### src/hw/ppm_pkg.sv
// Shared constants and carrier types for the port pin mode control block.
// Assumes one 32-bit AHB-Lite slave port and pads driven through a cell.
package ppm_pkg;

    // Default geometry of the pin array
    localparam int PIN_W = 8;
    localparam int NUM_PORTS = 7;

    // Register map, byte addresses within the block
    localparam logic [11:0] PORT_STRIDE = 12'h010;
    localparam logic [3:0] OFS_DATA = 4'h0;
    localparam logic [3:0] OFS_IN_MODE = 4'h4;
    localparam logic [3:0] OFS_OUT_MODE = 4'h8;
    localparam logic [3:0] OFS_SKIP = 4'hC;
    localparam logic [11:0] OFS_ASSIGN0 = 12'h100;
    localparam logic [11:0] OFS_ASSIGN1 = 12'h104;

    // Field positions in the second crossbar assignment register
    localparam int XBAR_EN_BIT = 6;
    localparam int WPD_BIT = 7;

    // Reset values
    localparam logic [7:0] RST_IN_MODE = 8'hFF;
    localparam logic [7:0] RST_OUT_MODE = 8'h00;
    localparam logic [7:0] RST_LATCH = 8'hFF;
    localparam logic [7:0] RST_SKIP = 8'h00;
    localparam logic [7:0] RST_ASSIGN = 8'h00;

    // AHB constants
    localparam logic [2:0] HSIZE_WORD = 3'h2;
    localparam logic [31:0] RD_ZERO = 32'h0000_0000;

    // Configuration seen by one pin cell
    typedef struct packed {
        logic digital;
        logic push_pull;
        logic force_od;
        logic out_val;
        logic xbar_en;
        logic pu_dis;
    } ppm_cell_cfg_t;

    // Pad-facing controls of one pin cell
    typedef struct packed {
        logic out;
        logic oe_n;
        logic pullup_en;
        logic rx_en;
    } ppm_cell_pad_t;

    // Register write strobe with its address and data
    typedef struct packed {
        logic en;
        logic [11:0] addr;
        logic [31:0] data;
    } ppm_wr_t;

endpackage

### src/hw/ppm_pin_cell.sv
// One port I/O cell: driver, pull-up and receiver control for a pin.
// Assumes the pad input is already synchronous to the system clock.
module ppm_pin_cell (
    input wire ppm_pkg::ppm_cell_cfg_t cfg,
    input wire logic pad_in,
    output ppm_pkg::ppm_cell_pad_t pad,
    output logic rd_bit
);

    logic drive_ok; // Cell may drive at all
    logic open_drain; // High side forbidden
    logic drive_lo; // Pulling the pad to ground
    logic drive_hi; // Pulling the pad to supply

    // Drivers need a digital pin and an enabled crossbar
    always_comb begin
        drive_ok = cfg.digital & cfg.xbar_en;
        open_drain = ~cfg.push_pull | cfg.force_od;
        drive_lo = drive_ok & ~cfg.out_val;
        drive_hi = drive_ok & ~open_drain & cfg.out_val;
    end

    // Pad controls; pull-up only on an undriven digital pin
    always_comb begin
        pad.out = drive_hi;
        pad.oe_n = ~(drive_hi | drive_lo);
        pad.pullup_en = cfg.digital & ~cfg.pu_dis & ~drive_lo & ~drive_hi;
        pad.rx_en = cfg.digital;
        rd_bit = cfg.digital & pad_in;
    end

endmodule

### src/hw/ppm_ahb_slave.sv
// AHB-Lite slave front end: posted writes, reads with one wait state.
// Assumes a single master, single word transfers, OKAY responses only.
module ppm_ahb_slave (
    input wire logic hclk,
    input wire logic hresetn,
    input wire logic hsel,
    input wire logic [11:0] haddr,
    input wire logic [1:0] htrans,
    input wire logic hwrite,
    input wire logic [2:0] hsize,
    input wire logic hready,
    input wire logic [31:0] hwdata,
    output logic hreadyout,
    output logic hresp,
    output logic [31:0] hrdata,
    output ppm_pkg::ppm_wr_t wr,
    output logic [11:0] rd_addr,
    input wire logic [31:0] rd_data
);

    typedef enum logic [1:0] {S_IDLE, S_WR, S_RD_WAIT, S_RD_DONE} ppm_state_t;

    ppm_state_t state_reg; // Data phase in progress
    logic [11:0] addr_reg; // Address held from the address phase
    logic take; // Address phase accepted this edge

    // Only NONSEQ/SEQ transfers are taken, reads of any size; non-word writes idle the slave
    assign take = hsel & htrans[1] & hready;

    // Phase sequencer
    always_ff @(posedge hclk or negedge hresetn) begin
        if (!hresetn) begin
            state_reg <= S_IDLE;
        end else if (state_reg == S_RD_WAIT) begin
            state_reg <= S_RD_DONE;
        end else if (take && hwrite && hsize == ppm_pkg::HSIZE_WORD) begin
            state_reg <= S_WR;
        end else if (take && !hwrite) begin
            state_reg <= S_RD_WAIT;
        end else begin
            state_reg <= S_IDLE;
        end
    end

    // Address capture
    always_ff @(posedge hclk or negedge hresetn) begin
        if (!hresetn) begin
            addr_reg <= 12'h000;
        end else if (take) begin
            addr_reg <= haddr;
        end
    end

    // Read data sampled in the wait cycle, after any earlier write landed
    always_ff @(posedge hclk or negedge hresetn) begin
        if (!hresetn) begin
            hrdata <= ppm_pkg::RD_ZERO;
        end else if (state_reg == S_RD_WAIT) begin
            hrdata <= rd_data;
        end
    end

    assign hreadyout = (state_reg != S_RD_WAIT);
    assign hresp = 1'b0;
    assign rd_addr = addr_reg;
    assign wr.en = (state_reg == S_WR);
    assign wr.addr = addr_reg;
    assign wr.data = hwdata;

endmodule

### src/hw/ppm_port_ctrl.sv
// Port pin mode control: mode registers, crossbar gating and pin cells.
// Assumes an outside priority decoder turns the crossbar registers
// and skip bits into per-pin peripheral assignments.
// Data reads give pad levels, not the latch:
// software keeps its own copy of writes.
// Pad controls leave through flip-flops;
// a cycle of latency buys glitch-free pins.
// Pin inputs are taken as synchronous.
// Every register runs on every edge.
//
// Local design decisions: the register offsets and the AHB-Lite interface to the registers.

module ppm_port_ctrl #(
    parameter int NUM_PORTS = ppm_pkg::NUM_PORTS,
    parameter int PIN_W = ppm_pkg::PIN_W
) (

    // System clock and reset
    input wire logic hclk,
    input wire logic hresetn,

    // AHB-Lite slave
    // Single master, word transfers only
    input wire logic hsel,
    input wire logic [31:0] haddr,
    input wire logic [1:0] htrans,
    input wire logic hwrite,
    input wire logic [2:0] hsize,
    input wire logic hready,
    input wire logic [31:0] hwdata,
    output logic hreadyout,
    output logic hresp,
    output logic [31:0] hrdata,

    // Pads, one bit per pin, port 0 in the low bits
    // Output enable is active low
    input wire logic [NUM_PORTS*PIN_W-1:0] pad_in,
    output logic [NUM_PORTS*PIN_W-1:0] pad_out,
    output logic [NUM_PORTS*PIN_W-1:0] pad_oe_n,
    output logic [NUM_PORTS*PIN_W-1:0] pad_pullup_en,
    output logic [NUM_PORTS*PIN_W-1:0] pad_rx_en,

    // Peripheral side of the crossbar
    // Inputs driven by the outside decoder
    input wire logic [NUM_PORTS*PIN_W-1:0] periph_assign,
    input wire logic [NUM_PORTS*PIN_W-1:0] periph_out,
    input wire logic [NUM_PORTS*PIN_W-1:0] periph_smbus,
    output logic [NUM_PORTS*PIN_W-1:0] periph_in,

    // Settings handed to the priority decoder
    // Register copies, no logic
    output logic [NUM_PORTS*PIN_W-1:0] crossbar_skip,
    output logic [7:0] crossbar_assign0,
    output logic [7:0] crossbar_assign1,
    output logic crossbar_enable,
    output logic weak_pullup_disable
);

    localparam int NPINS = NUM_PORTS * PIN_W;
    // Pin i is bit i % PIN_W of port i / PIN_W,
    // as in the packed pad vectors

    // Per-port registers, one bit per pin
    logic [PIN_W-1:0] pin_input_mode_reg [NUM_PORTS];
    logic [PIN_W-1:0] pin_output_mode_reg [NUM_PORTS];
    logic [PIN_W-1:0] crossbar_skip_reg [NUM_PORTS];
    logic [PIN_W-1:0] latch_reg [NUM_PORTS];
    // The latch is write-only from the bus;
    // it reaches a pad only through a driver
    // and never comes back to the bus

    // Global crossbar registers
    logic [7:0] crossbar_assign_reg0;
    logic [7:0] crossbar_assign_reg1;
    // Only the enable and pull-up bits act
    // here; the rest is for the decoder

    // Bus front end signals
    ppm_pkg::ppm_wr_t wr; // Write strobe
    logic [11:0] rd_addr; // Address of the read in flight
    logic [31:0] rd_data; // Value for that address
    // rd_data is combinational; the slave
    // registers it in the wait cycle

    // Cell wiring
    ppm_pkg::ppm_cell_cfg_t cell_cfg [NPINS];
    ppm_pkg::ppm_cell_pad_t cell_pad [NPINS];
    logic [NPINS-1:0] cell_rd; // Masked pad readback
    // Struct arrays keep each cell's fields
    // together at no cost in gates

    // Convenience views of the global bits
    logic xbar_en;
    logic wpd;

    assign xbar_en = crossbar_assign_reg1[ppm_pkg::XBAR_EN_BIT];
    assign wpd = crossbar_assign_reg1[ppm_pkg::WPD_BIT];
    // Both reach the pads one edge after the
    // write lands, as the pads are registered

    // Port index of a per-port register address
    // Each port owns a window of four words,
    // PORT_STRIDE bytes apart
    function automatic logic [7:0] port_of(input logic [11:0] a);
        port_of = a[11:4];
    endfunction

    // True when an address falls on a per-port register
    // Misaligned or out-of-range addresses are
    // unmapped: writes vanish, reads give zero
    function automatic logic port_hit(input logic [11:0] a);
        port_hit = (int'(port_of(a)) < NUM_PORTS) && (a[1:0] == 2'b00);
    endfunction

    // Port index cut to an array subscript
    // Used only behind port_hit, so in range
    function automatic int port_idx(input logic [11:0] a);
        port_idx = int'(port_of(a));
    endfunction

    // Bus slave; upper address bits are not decoded
    // The register window repeats across haddr;
    // software must not rely on the aliases
    ppm_ahb_slave u_slave (
        .hclk(hclk),
        .hresetn(hresetn),
        .hsel(hsel),
        .haddr(haddr[11:0]),
        .htrans(htrans),
        .hwrite(hwrite),
        .hsize(hsize),
        .hready(hready),
        .hwdata(hwdata),
        .hreadyout(hreadyout),
        .hresp(hresp),
        .hrdata(hrdata),
        // Register side of the front end
        .wr(wr),
        .rd_addr(rd_addr),
        .rd_data(rd_data)
    );

    // Input mode registers; reset makes every pin a digital input
    // A cleared bit makes the pin analog:
    // no receiver, no driver, no pull-up
    always_ff @(posedge hclk or negedge hresetn) begin
        if (!hresetn) begin
            for (int p = 0; p < NUM_PORTS; p++) begin
                pin_input_mode_reg[p] <= ppm_pkg::RST_IN_MODE;
            end
        end else if (wr.en && port_hit(wr.addr)
                     && wr.addr[3:0] == ppm_pkg::OFS_IN_MODE) begin
            // Upper data bits are dropped
            pin_input_mode_reg[port_idx(wr.addr)] <= wr.data[PIN_W-1:0];
        end
    end

    // Output mode registers; reset gives open-drain
    // Routing never touches these bits, so
    // software sets them even for peripherals
    always_ff @(posedge hclk or negedge hresetn) begin
        if (!hresetn) begin
            for (int p = 0; p < NUM_PORTS; p++) begin
                pin_output_mode_reg[p] <= ppm_pkg::RST_OUT_MODE;
            end
        end else if (wr.en && port_hit(wr.addr)
                     && wr.addr[3:0] == ppm_pkg::OFS_OUT_MODE) begin
            // One bit per pin, bit n is pin n
            pin_output_mode_reg[port_idx(wr.addr)] <= wr.data[PIN_W-1:0];
        end
    end

    // Crossbar skip registers, consumed only by the outside decoder
    // Analog pins should be skipped so no
    // peripheral lands on a pin with no driver
    always_ff @(posedge hclk or negedge hresetn) begin
        if (!hresetn) begin
            for (int p = 0; p < NUM_PORTS; p++) begin
                crossbar_skip_reg[p] <= ppm_pkg::RST_SKIP;
            end
        end else if (wr.en && port_hit(wr.addr)
                     && wr.addr[3:0] == ppm_pkg::OFS_SKIP) begin
            // Held for the decoder only
            crossbar_skip_reg[port_idx(wr.addr)] <= wr.data[PIN_W-1:0];
        end
    end

    // Output latches; ones at reset so open-drain pins float
    // A write lands at the end of its data
    // phase; the pad follows one edge later
    always_ff @(posedge hclk or negedge hresetn) begin
        if (!hresetn) begin
            for (int p = 0; p < NUM_PORTS; p++) begin
                latch_reg[p] <= ppm_pkg::RST_LATCH;
            end
        end else if (wr.en && port_hit(wr.addr)
                     && wr.addr[3:0] == ppm_pkg::OFS_DATA) begin
            // Drives only with the crossbar on
            latch_reg[port_idx(wr.addr)] <= wr.data[PIN_W-1:0];
        end
    end

    // First crossbar assignment register
    // Only the bus read mux reads it; kept for the decoder
    always_ff @(posedge hclk or negedge hresetn) begin
        if (!hresetn) begin
            crossbar_assign_reg0 <= ppm_pkg::RST_ASSIGN;
        end else if (wr.en && wr.addr == ppm_pkg::OFS_ASSIGN0) begin
            // Only the low byte exists
            crossbar_assign_reg0 <= wr.data[7:0];
        end
    end

    // Second register holds crossbar enable and pull-up disable
    // Software should set the enable last, or
    // pins may drive before modes are set
    always_ff @(posedge hclk or negedge hresetn) begin
        if (!hresetn) begin
            crossbar_assign_reg1 <= ppm_pkg::RST_ASSIGN;
        end else if (wr.en && wr.addr == ppm_pkg::OFS_ASSIGN1) begin
            // Both global bits change together
            crossbar_assign_reg1 <= wr.data[7:0];
        end
    end

    // Cell configuration; routing chooses the value, and forces open-drain on SMBus pins
    // SMBus pins go open-drain only while
    // routed; as port pins they keep their mode
    always_comb begin
        for (int i = 0; i < NPINS; i++) begin
            // Mode bits pass straight to the cell
            cell_cfg[i].digital = pin_input_mode_reg[i / PIN_W][i % PIN_W];
            cell_cfg[i].push_pull = pin_output_mode_reg[i / PIN_W][i % PIN_W];
            cell_cfg[i].force_od = periph_smbus[i] & periph_assign[i];
            // Global bits fan out to every cell
            cell_cfg[i].xbar_en = xbar_en;
            cell_cfg[i].pu_dis = wpd;
            // Peripheral value only once the crossbar applies routing
            if (xbar_en && periph_assign[i]) begin
                cell_cfg[i].out_val = periph_out[i];
            end else begin
                cell_cfg[i].out_val = latch_reg[i / PIN_W][i % PIN_W];
            end
        end
    end

    // One cell per pin
    // Cells are pure logic; state lives here
    for (genvar g = 0; g < NPINS; g++) begin : g_cell
        ppm_pin_cell u_cell (
            .cfg(cell_cfg[g]),
            .pad_in(pad_in[g]),
            .pad(cell_pad[g]),
            .rd_bit(cell_rd[g])
        );
    end

    // Pad controls registered so the pins never glitch on decode
    // Reset leaves pins floating on pull-ups
    // with receivers on, safe for any board
    always_ff @(posedge hclk or negedge hresetn) begin
        if (!hresetn) begin
            pad_out <= '0;
            pad_oe_n <= '1;
            pad_pullup_en <= '1;
            pad_rx_en <= '1;
        end else begin
            for (int i = 0; i < NPINS; i++) begin
                // Each control copied from its cell
                pad_out[i] <= cell_pad[i].out;
                pad_oe_n[i] <= cell_pad[i].oe_n;
                pad_pullup_en[i] <= cell_pad[i].pullup_en;
                pad_rx_en[i] <= cell_pad[i].rx_en;
            end
        end
    end

    // Received levels to the peripherals; analog pins give zero
    // A cycle of delay keeps the pad path
    // short and free of decode glitches
    always_ff @(posedge hclk or negedge hresetn) begin
        if (!hresetn) begin
            periph_in <= '0;
        end else begin
            // Zero on analog pins, pad level else
            periph_in <= cell_rd;
        end
    end

    // Read mux; the data register returns the pad, not the latch
    // Used in the read's wait cycle, so a write
    // just before the read is already visible;
    // bits above the pin width read zero
    always_comb begin
        rd_data = ppm_pkg::RD_ZERO;
        if (port_hit(rd_addr)) begin
            unique case (rd_addr[3:0])
                // Pad levels, zero on analog pins
                ppm_pkg::OFS_DATA: begin
                    rd_data[PIN_W-1:0] = cell_rd[port_idx(rd_addr)*PIN_W +: PIN_W];
                end
                // Mode bits as written
                ppm_pkg::OFS_IN_MODE: begin
                    rd_data[PIN_W-1:0] = pin_input_mode_reg[port_idx(rd_addr)];
                end
                // Push-pull where a bit is set
                ppm_pkg::OFS_OUT_MODE: begin
                    rd_data[PIN_W-1:0] = pin_output_mode_reg[port_idx(rd_addr)];
                end
                // Skip bits as written
                ppm_pkg::OFS_SKIP: begin
                    rd_data[PIN_W-1:0] = crossbar_skip_reg[port_idx(rd_addr)];
                end
                // Unreachable behind port_hit
                default: begin
                    rd_data = ppm_pkg::RD_ZERO;
                end
            endcase
        end else if (rd_addr == ppm_pkg::OFS_ASSIGN0) begin
            // Global registers sit above the ports
            rd_data[7:0] = crossbar_assign_reg0;
        end else if (rd_addr == ppm_pkg::OFS_ASSIGN1) begin
            rd_data[7:0] = crossbar_assign_reg1;
        end
    end

    // Settings for the outside decoder
    // Flattened: one skip bit per pin
    always_comb begin
        for (int i = 0; i < NPINS; i++) begin
            // Same pin numbering as the pads
            crossbar_skip[i] = crossbar_skip_reg[i / PIN_W][i % PIN_W];
        end
    end

    // Straight copies; the decoder owns them
    assign crossbar_assign0 = crossbar_assign_reg0;
    assign crossbar_assign1 = crossbar_assign_reg1;
    assign crossbar_enable = xbar_en;
    assign weak_pullup_disable = wpd;

endmodule

### config.mk
export PLATFORM = sky130hd
export DESIGN_NAME = ppm_port_ctrl
export DESIGN_NICKNAME = d
export VERILOG_FILES = /design/src/hw/ppm_pkg.sv /design/src/hw/ppm_pin_cell.sv /design/src/hw/ppm_ahb_slave.sv /design/src/hw/ppm_port_ctrl.sv
export SDC_FILE = /design/constraint.sdc
export NUM_CORES = 1
export LEC_CHECK = 0
export ABC_AREA = 1
export BUFFER_PORTS_ARGS = -buffer_cell sky130_fd_sc_hd__buf_4
export CAP_MARGIN = 20
export CORE_AREA = 10 10 259 261
export CTS_BUF_LIST = sky130_fd_sc_hd__clkbuf_16
export CTS_CLUSTER_DIAMETER = 150
export DETAILED_ROUTE_END_ITERATION = 16
export DIE_AREA = 0 0 269 271
export PLACE_DENSITY_LB_ADDON = 0.2
export SKIP_LAST_GASP = 1
export SLEW_MARGIN = 20
export SYNTH_ARGS = -nofsm -noshare
export SYNTH_HDL_FRONTEND = slang
export SYNTH_SLANG_ARGS = --single-unit
### constraint.sdc
create_clock -name hclk -period 1.82 [get_ports hclk]
set_input_delay 0.364 -clock hclk [delete_from_list [all_inputs] [get_ports hclk]]
set_output_delay 0.364 -clock hclk [all_outputs]
set_load 0.01 [all_outputs]
== Word level (Yosys, flattened, before mapping) ==
Index checks and enable logic that the tools add are counted.

* Shifts and indexed selects: 1
* Reductions and logical operators: 71
* Mux-type cells: 78
* Order comparisons: 3
* Equality and inequality tests: 9
* Bitwise logic cells: 956

{| class="wikitable"
|+ Operators with widths
! kind !! number
|-
| $and A1 B1 Y1 || 506
|-
| $not A1 Y1 || 337
|-
| $bwmux W56 || 4
|-
| $or A1 B1 Y1 || 112
|-
| $mux W8 || 10
|-
| $bmux W8 S3 || 3
|-
| $logic_and A1 B1 Y1 || 68
|-
| $mux W1 || 56
|-
| $shiftx A56 B12 Y8 || 1
|-
| $ge A32 B4 Y1 const B || 1
|-
| $lt A32 B1 Y1 const B || 1
|-
| $not A8 Y32 || 1
|-
| $pmux W8 S4 || 1
|-
| $demux W8 S3 || 1
|-
| $eq A12 B9 Y1 const B || 2
|-
| $eq A4 B4 Y1 const B || 2
|-
| $lt A8 B3 Y1 const B || 1
|-
| $mux W2 || 3
|-
| $eq A4 B3 Y1 const B || 1
|-
| $logic_not A4 Y1 || 1
|-
| $eq A3 B2 Y1 const B || 1
|-
| $eq A2 B1 Y1 const B || 1
|-
| $eq A2 B2 Y1 const B || 1
|-
| $logic_not A2 Y1 || 1
|-
| other kinds (2) || 2
|}

* Output and inout bits: 388
* Input bits: 298
* Bits in registers: 542

== Longest topological paths before layout ==
Gate-level depths: netlist of run 1.

* Depth in word-level cells: 7
* Mapped depth: 13
* Depth with buffers taken out: 11

== By module ==
From an unflattened synthesis of run 1, not the netlist that was laid out.

* Cells, all modules: 3392
* Area, all modules: 27500.1 µm²

{| class="wikitable"
|+ By module, submodules not included
! module !! area an instance (µm²) !! times used !! cells each !! sequential area each (µm²)
|-
| ppm_port_ctrl || 20771.2 || 1 || 2191 || 13362.8
|-
| ppm_pin_cell || 80.1 || 56 || 17 || 0.0
|-
| ppm_ahb_slave || 2244.7 || 1 || 249 || 1151.1
|}

== Least setup slack after synthesis of run 1 ==
Ideal clock, no wire load.

* Path kind: register -> register
* From: reg u_slave.addr_reg[10] (netlist: u_slave.rd_addr[10])
* To: reg pin_output_mode_reg (netlist bit cell_cfg[196])
* Data arrival time: 1552 ps
* Slack: 135 ps
* Period minus slack after synthesis: 1685 ps
* Stages on the path, launching flop included: 10
* Cell sequence: dfrtp_1 -> nor2_4 -> nand4_4 -> nor2_4 -> nand2_4 -> nor2_8 -> nand2_2 -> buf_2 -> nand2_1 -> o21ai_1

* Word-level cells in the longest chain between the ends: 6

{| class="wikitable"
|+ Ends and longest elaborated chain
! item !! line !! RTL
|-
| start, declared || ppm_ahb_slave.sv:24 || <nowiki>logic [11:0] addr_reg;</nowiki>
|-
| start signal, assigned || ppm_ahb_slave.sv:50 || <nowiki>addr_reg <= haddr;</nowiki>
|-
| $not A8 Y32 (not written as such) || ppm_port_ctrl.sv:169 || <nowiki>pin_output_mode_reg[port_idx(wr.addr)] <= wr.data[PIN_W-1:0];</nowiki>
|-
| $ge A32 B4 Y1 (not written as such) or $lt A32 B1 Y1 (tied branches) || ppm_port_ctrl.sv:169 ||
|-
| $logic_and A1 B1 Y1 (not written as such) || ppm_port_ctrl.sv:169 ||
|-
| $mux W8 (not written as such) || ppm_port_ctrl.sv:169 ||
|-
| $demux W8 S3 || ppm_port_ctrl.sv:169 ||
|-
| $bwmux W56 || ppm_port_ctrl.sv:169 ||
|-
| end signal, assigned by index || ppm_port_ctrl.sv:164 || <nowiki>pin_output_mode_reg[p] <= ppm_pkg::RST_OUT_MODE;</nowiki>
|-
| end signal, assigned by index || ppm_port_ctrl.sv:169 ||
|-
| end, declared || ppm_port_ctrl.sv:65 || <nowiki>logic [PIN_W-1:0] pin_output_mode_reg [NUM_PORTS];</nowiki>
|}

Several ways; a longest one is shown, not always the timed one.
A chain may end at the register's enable or synchronous reset.

== Final worst setup path of run 1 ==
* From: reg u_slave.addr_reg[4] (netlist: u_slave.rd_addr[4])
* To: reg pin_input_mode_reg (netlist bit cell_cfg[287])

* Word-level cells in the longest chain between the ends: 6

{| class="wikitable"
|+ Ends and longest elaborated chain
! item !! line !! RTL
|-
| $not A8 Y32 (not written as such) || ppm_port_ctrl.sv:154 || <nowiki>pin_input_mode_reg[port_idx(wr.addr)] <= wr.data[PIN_W-1:0];</nowiki>
|-
| $ge A32 B4 Y1 (not written as such) or $lt A32 B1 Y1 (tied branches) || ppm_port_ctrl.sv:154 ||
|-
| $logic_and A1 B1 Y1 (not written as such) || ppm_port_ctrl.sv:154 ||
|-
| $mux W8 (not written as such) || ppm_port_ctrl.sv:154 ||
|-
| $demux W8 S3 || ppm_port_ctrl.sv:154 ||
|-
| $bwmux W56 || ppm_port_ctrl.sv:154 ||
|-
| end signal, assigned by index || ppm_port_ctrl.sv:149 || <nowiki>pin_input_mode_reg[p] <= ppm_pkg::RST_IN_MODE;</nowiki>
|-
| end signal, assigned by index || ppm_port_ctrl.sv:154 ||
|-
| end, declared || ppm_port_ctrl.sv:64 || <nowiki>logic [PIN_W-1:0] pin_input_mode_reg [NUM_PORTS];</nowiki>
|}

Several ways; a longest one is shown, not always the timed one.

==> metrics, run 1 <==
status=finished with violations; failing checks=negative setup slack; clock skew=0.0275 ns; CP Buf/Inv Count=3; Clock Pin Slew Worst Setup and Hold Paths=0.06 ns; Site Rows=91; vias post-DR=21700; H-tree depth=2; highest clock rate=504 MHz; core area=61600 µm²; commonest non-fill, non-tap cell in the layout=nand2_1; hold_ws=0.0220 ns; max reg flops=112; Crit path arrival time=2.52 ns; worst-skew pair later-pin latency=0.64 ns; RSZ-0062 raised after global routing=true; setup TNS=-15.95 ns; die area=72900 µm²; Max VDD drop=716 µV; layout cell share with drive strength beyond 1=38.8%; Remaining DRCs=0; WP data required=2.36 ns; DR iter-0 viols=1862; #FFs+latches synth=542; Place WS=-0.230 ns; WS Path Type=register to register; gp weighted congestion=0.915; Post-Synthesis Cell Area=23700 µm²; max-slew violations=0; gr usage total=26.8%; max-cap violations=0; worst setup margin=-0.165 ns; CTS Root Cell=clkbuf_16; Final ANT Viol Nets=0; total gr overflow=0; CP max stage cell=dfrtp_4; PwrDens=830 nW/µm²; Vias/cell=4.91; setup violators final=234; Leak=18.8 nW; Final Util=56.2%; crit path time final=1.99 ns; most frequent cells in the layout=nand2_1 (895), buf_4 (722), inv_1 (310); CTS sink count=542; Starting Density=38.5%; number of global-route vias before repair=22300; Port Buffers=615; Chip Width=269 µm; Yosys warnings=0; maximum clock path buffer count=3; hpwl dp=76200 µm; crit-path max FO=16; startpoint types=register; syn_area_per_cell=8.76 µm²; DR WL/cell=23.0 µm; Final Hold Vio Count=0; Pre-antenna DRT Iters=6; Max stage delay on crit path=0.51 ns; fraction of the cycle the final worst path needs=109%; Syn Inst Count=2704; antenna violations before repair=4; TritonCTS Buffers=60; Layout Nets=3839; fill cell count=5555; largest net degree at the start of global routing=86; post-synthesis sequential area ratio=58.7%; worst min path class=input port to register; Distinct cells, synth=38; CP top delay family=simple AND/OR/NAND/NOR gates; Design Power=0.0287 W; P&R area growth vs syn=46.1%; # IOs=686; Worst setup EP type=register; crit path cell chain=buf_12 -> nand2_8 -> o21ai_4 -> nor2_4 -> nand2_8 -> buf_12 -> nor2_8 -> buf_12 -> nand2_8 -> nand2_1 -> o21ai_2; Routed WL=102000 µm; global-route wire length before repair=145000 µm; chip height=271 µm; TritonCTS clock tree=done
-- layout make-up --
type,count,area (µm²),share of cell area (%)
timing repair buffer,875,7600,21.9
sequential,542,13900,40.2
inverter,310,1180,3.42
multi-input combinational,1752,8990,26.0
tap,837,1050,3.03
clock buffer,61,1530,4.41
clock inverter,53,345,0.998
antenna,2,5.00,0.0145
-- Yosys cell counts --
cell type  instances  area share (%)
nor2_1           183             2.9
nand4_1            5            0.13
o21ai_0           42            0.89
conb_1             1           0.016
nor2_2             3           0.079
nor4b_1            2           0.074
dfstp_2          280              31
nor3_1            14            0.30
inv_4              2           0.053
nand2_4           12            0.57
nor3_4             2            0.14
nand4_4            1           0.090
inv_2              4           0.063
nand3_2            5            0.21
o41ai_1            1           0.037
nand3_4            2            0.15
nor2_4             7            0.33
mux2i_1           54             2.3
o21ai_2            7            0.26
o21bai_1           1           0.032
nand3_1          162             3.4
inv_6              1           0.037
mux2_2             4            0.19
inv_1            303             4.8
nand2_1          956              15
nor2_8             6            0.51
clkbuf_1          50            0.79
or2_1              1           0.026
buf_6             12            0.57
dfrtp_1          262              28
o21ai_1          212             4.5
and3_1             2           0.053
buf_1              7            0.11
buf_2             39            0.82
nor3_2             2           0.085
a21oi_1            9            0.19
nand2_2           18            0.48
buf_4             30            0.95
-- timing repair --
item	4_1_cts	5_1_grt
endpoints found under the hold margin	199	0
hold buffers	81	0
cloned	9	10
buffers inserted	19	6
resized for setup	98	140
endpoints found under the setup margin	250	267
pin swaps	14	20
-- worst reg2reg max path, delay by kind of cell, from the launching register on --
family,cells,cell delay [ns]
AOI/OAI and AO/OA,2,0.12
and+or+nand+nor,6,0.70
DFF,1,0.51
buffers and inverters,3,0.55
-- metrics by stage --
stage / instances / cell area (µm²)
floorplan: 2728 / 23800
finish: 4432 / 34600
detailed placement: 4195 / 30400
global placement: 4195 / 30400
CTS: 4416 / 33900
global route: 4432 / 34600
-- cells by family after synthesis --
kind of cell	share of synthesized area, %
buf+inv	8.20
flops	58.7
compound gates	5.88
other cells	0.0158
mux	2.47
simple gates	24.7
-- power by group --
part / total (W) / switching (W) / internal (W)
logic: 0.00445 / 0.00264 / 0.00181
registers: 0.0126 / 0.000171 / 0.0124
clock network: 0.0117 / 0.00507 / 0.00661
total: 0.0287 / 0.00787 / 0.0209
-- worst paths after layout --
path | startpoint | endpoint | slack, ns | cells past startpoint
max | u_slave.rd_addr[4]$_DFFE_PN0P_ | cell_cfg[287]$_DFFE_PN1P_ | -0.17 | 11
min | periph_out[49] | pad_out[49]$_DFF_PN0_ | 0.02 | 3
max reg2reg | u_slave.rd_addr[4]$_DFFE_PN0P_ | cell_cfg[287]$_DFFE_PN1P_ | -0.17 | 11
min reg2reg | cell_cfg[329]$_DFFE_PN1P_ | pad_rx_en[1]$_DFF_PN1_ | 0.40 | 0
max in group asynchronous | hresetn | pad_rx_en[35]$_DFF_PN1_ | 0.80 | 4
min in group asynchronous | hresetn | pad_out[16]$_DFF_PN0_ | 0.20 | 2
-- layer usage --
layer  share of wire (%)  vias to the layer above  track usage (%)
met5               0.022                        -                0
met3                 6.8                      166             4.84
met2                  50                      796             46.6
met4                 2.8                        4             7.94
met1                  40                    10700             33.3
li1                    -                    10100                -
(Power assumes the default switching activity.)
==> run 2, diff against run 1 <==
--- a/config.mk
+++ b/config.mk
@@ -8,11 +8,11 @@
 export ABC_AREA = 1
 export BUFFER_PORTS_ARGS = -buffer_cell sky130_fd_sc_hd__buf_4
 export CAP_MARGIN = 20
-export CORE_AREA = 10 10 259 261
+export CORE_AREA = 10 10 257 259
 export CTS_BUF_LIST = sky130_fd_sc_hd__clkbuf_16
 export CTS_CLUSTER_DIAMETER = 150
 export DETAILED_ROUTE_END_ITERATION = 16
-export DIE_AREA = 0 0 269 271
+export DIE_AREA = 0 0 267 269
 export PLACE_DENSITY_LB_ADDON = 0.2
 export SKIP_LAST_GASP = 1
 export SLEW_MARGIN = 20
==> constraint.sdc (replaced) <==
create_clock -name hclk -period 1.65 [get_ports hclk]
set_input_delay 0.33 -clock hclk [delete_from_list [all_inputs] [get_ports hclk]]
set_output_delay 0.33 -clock hclk [all_outputs]
set_load 0.01 [all_outputs]
==> run 2 against run 1 <==
Effect of this change: combinational power increased by 31%; critical path depth is 2 higher; global-route usage increased by 1.3 points; routed wire length increased by 5.8%; largest cell class unchanged; clock power is 11% higher; die area shrank 1.5%; clock skew is 0.012 ns lower; fmax shrank 0.53%; design area rose by 6.7%; the run still ends with negative setup slack left; critical endpoint is now u_slave.hrdata[2]$_DFFE_PN0P_; register-to-register slack worse by 0.18 ns.
==> metrics, run 2 (synthesis results as in run 1) <==
hold depth=3 (unchanged); CTS sink count=542 (unchanged); P&R area growth vs syn=55.9%; DR WL/cell=23.7 µm (+3.0%); max-cap violations=0 (unchanged); DP Cell Count=4176 (-0.45%); Design Power=0.0327 W (+14%); setup TNS=-45.16 ns (-29.20 ns); Site Rows=91 (unchanged); CTS Root Cell=clkbuf_16; Reg2Reg Setup Slack=-0.35 ns (-0.18 ns); post-route cell area=36900 µm² (+6.7%); worst setup margin=-0.346 ns (-0.181 ns); met1 usage=34.6% (+1.4 points); clock skew=0.0155 ns (-0.0120 ns); DR iter-0 viols=1986 (+6.7%); grt met3 use=6.24% (+1.4 points); layout cell share with drive strength beyond 1=41.5% (+2.7 points); crit path time final=2.00 ns (+0.0106 ns); TritonCTS clock tree=done; highest clock rate=501 MHz (-0.53%); total gr overflow=0 (unchanged); crit-path max FO=5 (-11); Top Usage Layer GRT=met2; startpoint types=register; setup violators final=258 (+10%); WP data required=2.17 ns (-0.19 ns); status=finished with violations; worst min path class=input port to register; cell mode on critical path=nand2_1; max reg flops=112 (unchanged); antenna violations before repair=1 (-3); worst-skew pair later-pin latency=0.62 ns (-0.02 ns); largest net degree at the start of global routing=80 (-7.0%); Remaining DRCs=0 (unchanged); Final ANT Viol Nets=0 (unchanged); Routed WL=108000 µm (+5.8%); most frequent cells in the layout=nand2_1 (844), buf_4 (770), inv_1 (309); Worst R2R Start=u_slave.rd_addr[4]$_DFFE_PN0P_; Starting Density=38.8% (+0.36 points); crit path cell chain=buf_8 -> buf_12 -> nor2_4 -> buf_12 -> buf_12 -> nand2_1 -> nand2_1 -> nor2_2 -> nor2_1 -> nor2_2 -> nand3_2 -> nand2_1 -> nand2_1; commonest non-fill, non-tap cell in the layout=nand2_1; hpwl dp=77500 µm (+1.6%); global-route wire length before repair=150000 µm (+3.1%); area of the multi-input gates=9310 µm² (+3.6%); maximum clock path buffer count=3 (unchanged); register area=13900 µm² (about the same); max-slew violations=0 (unchanged); Post-DP Area=30500 µm² (+0.42%); Max stage delay on crit path=0.51 ns (about the same); R2R depth=13 (+2); # IOs=686 (unchanged); core area=61000 µm² (-0.92%); worst r2r dst=u_slave.hrdata[2]$_DFFE_PN0P_; met2 usage=48.3% (+1.7 points); Crit path arrival time=2.52 ns (about the same); failing checks=negative setup slack; beginning of the worst hold path=pad_in[1]; Vias/cell=5.01 (+2.2%); WS Path Type=register to register; RSZ-0062 raised after global routing=true; hold path endpoint=periph_in[1]$_DFF_PN0_; Clock Pin Slew Worst Setup and Hold Paths=0.07 ns (about the same); Layout Nets=4011 (+4.5%); fill cell count=5223 (-6.0%); Final Hold Vio Count=0 (unchanged); Port Buffers=615 (unchanged); Worst setup EP type=register; fraction of the cycle the final worst path needs=121% (+12 points); number of global-route vias before repair=22900 (+2.4%); Place WS=-0.410 ns (-0.180 ns); gr usage total=28.1% (+1.3 points); die area=71800 µm² (-1.5%); CP max stage cell=dfrtp_4; Max VDD drop=755 µV (+5.5%); Finished Layout Cells=4553 (+2.7%); H-tree depth=2 (unchanged); Chip Width=267 µm (-0.74%); TritonCTS Buffers=59 (-1.7%); Leak=19.8 nW (+5.1%); Pre-antenna DRT Iters=6 (unchanged); vias post-DR=22800 (+5.0%); chip height=269 µm (-0.74%); PwrDens=885 nW/µm² (+6.7%); gp weighted congestion=0.944 (+3.2%)
[run 2: per-stage QoR]
stage                     hold slack (ns)  utilization [%]
after floorplan                    0.0344                -
after global placement              0.234             50.0
after detailed placement            0.234             50.0
after CTS                        0.000772             58.0
after global routing               0.0120             60.5
final                             0.00911             60.5
[run 2: area by class of cell]
type                            instances  area share (%)
Inverter                              310            3.23
Antenna cell                            1         0.00678
Timing Repair Buffer                 1048            26.1
Sequential cell                       542            37.7
Clock inverter                         47           0.837
Clock buffer                           63            4.27
Multi-Input combinational cell       1752            25.2
Tap cell                              790            2.68
[run 2: layer usage]
metal	up-vias	share of wire, %
met1	11200	39
met5	-	0
li1	10400	-
met4	0	3.3
met2	1026	50
met3	201	8.1
[run 2: repair_timing]
action,4_1_cts,5_1_grt
hold buffers,166,1
resized for setup,154,219
hold endpoints to repair,259,1
setup endpoints to repair,270,335
gates cloned,17,18
buffers inserted,35,29
pin swaps,19,59
[run 2: power by group]
group	internal (W)	switching [W]	leakage (nW)
Sequential	0.0137	0.000189	5.60
Clock	0.00733	0.00564	0.980
Combinational	0.00263	0.00319	13.2
[run 2: critical path, delay by kind of cell, from the launching register on]
kind	cells	cell delay (ns)
simple gates	9	0.83
buf+inv	4	0.54
flops	1	0.51
[run 2: worst max-delay path by stage]
stage	startpoint	end	slack, ns
after global placement	u_slave.rd_addr[4]$_DFFE_PN0P_	u_slave.hrdata[2]$_DFFE_PN0P_	-0.42
after global routing	u_slave.rd_addr[4]$_DFFE_PN0P_	u_slave.hrdata[3]$_DFFE_PN0P_	-0.40
after detailed placement	u_slave.rd_addr[4]$_DFFE_PN0P_	u_slave.hrdata[2]$_DFFE_PN0P_	-0.41
final	u_slave.rd_addr[4]$_DFFE_PN0P_	u_slave.hrdata[2]$_DFFE_PN0P_	-0.35
after floorplan	u_slave.rd_addr[10]$_DFFE_PN0P_	cell_cfg[196]$_DFFE_PN0P_	-0.03
after CTS	u_slave.rd_addr[4]$_DFFE_PN0P_	u_slave.hrdata[2]$_DFFE_PN0P_	-0.29
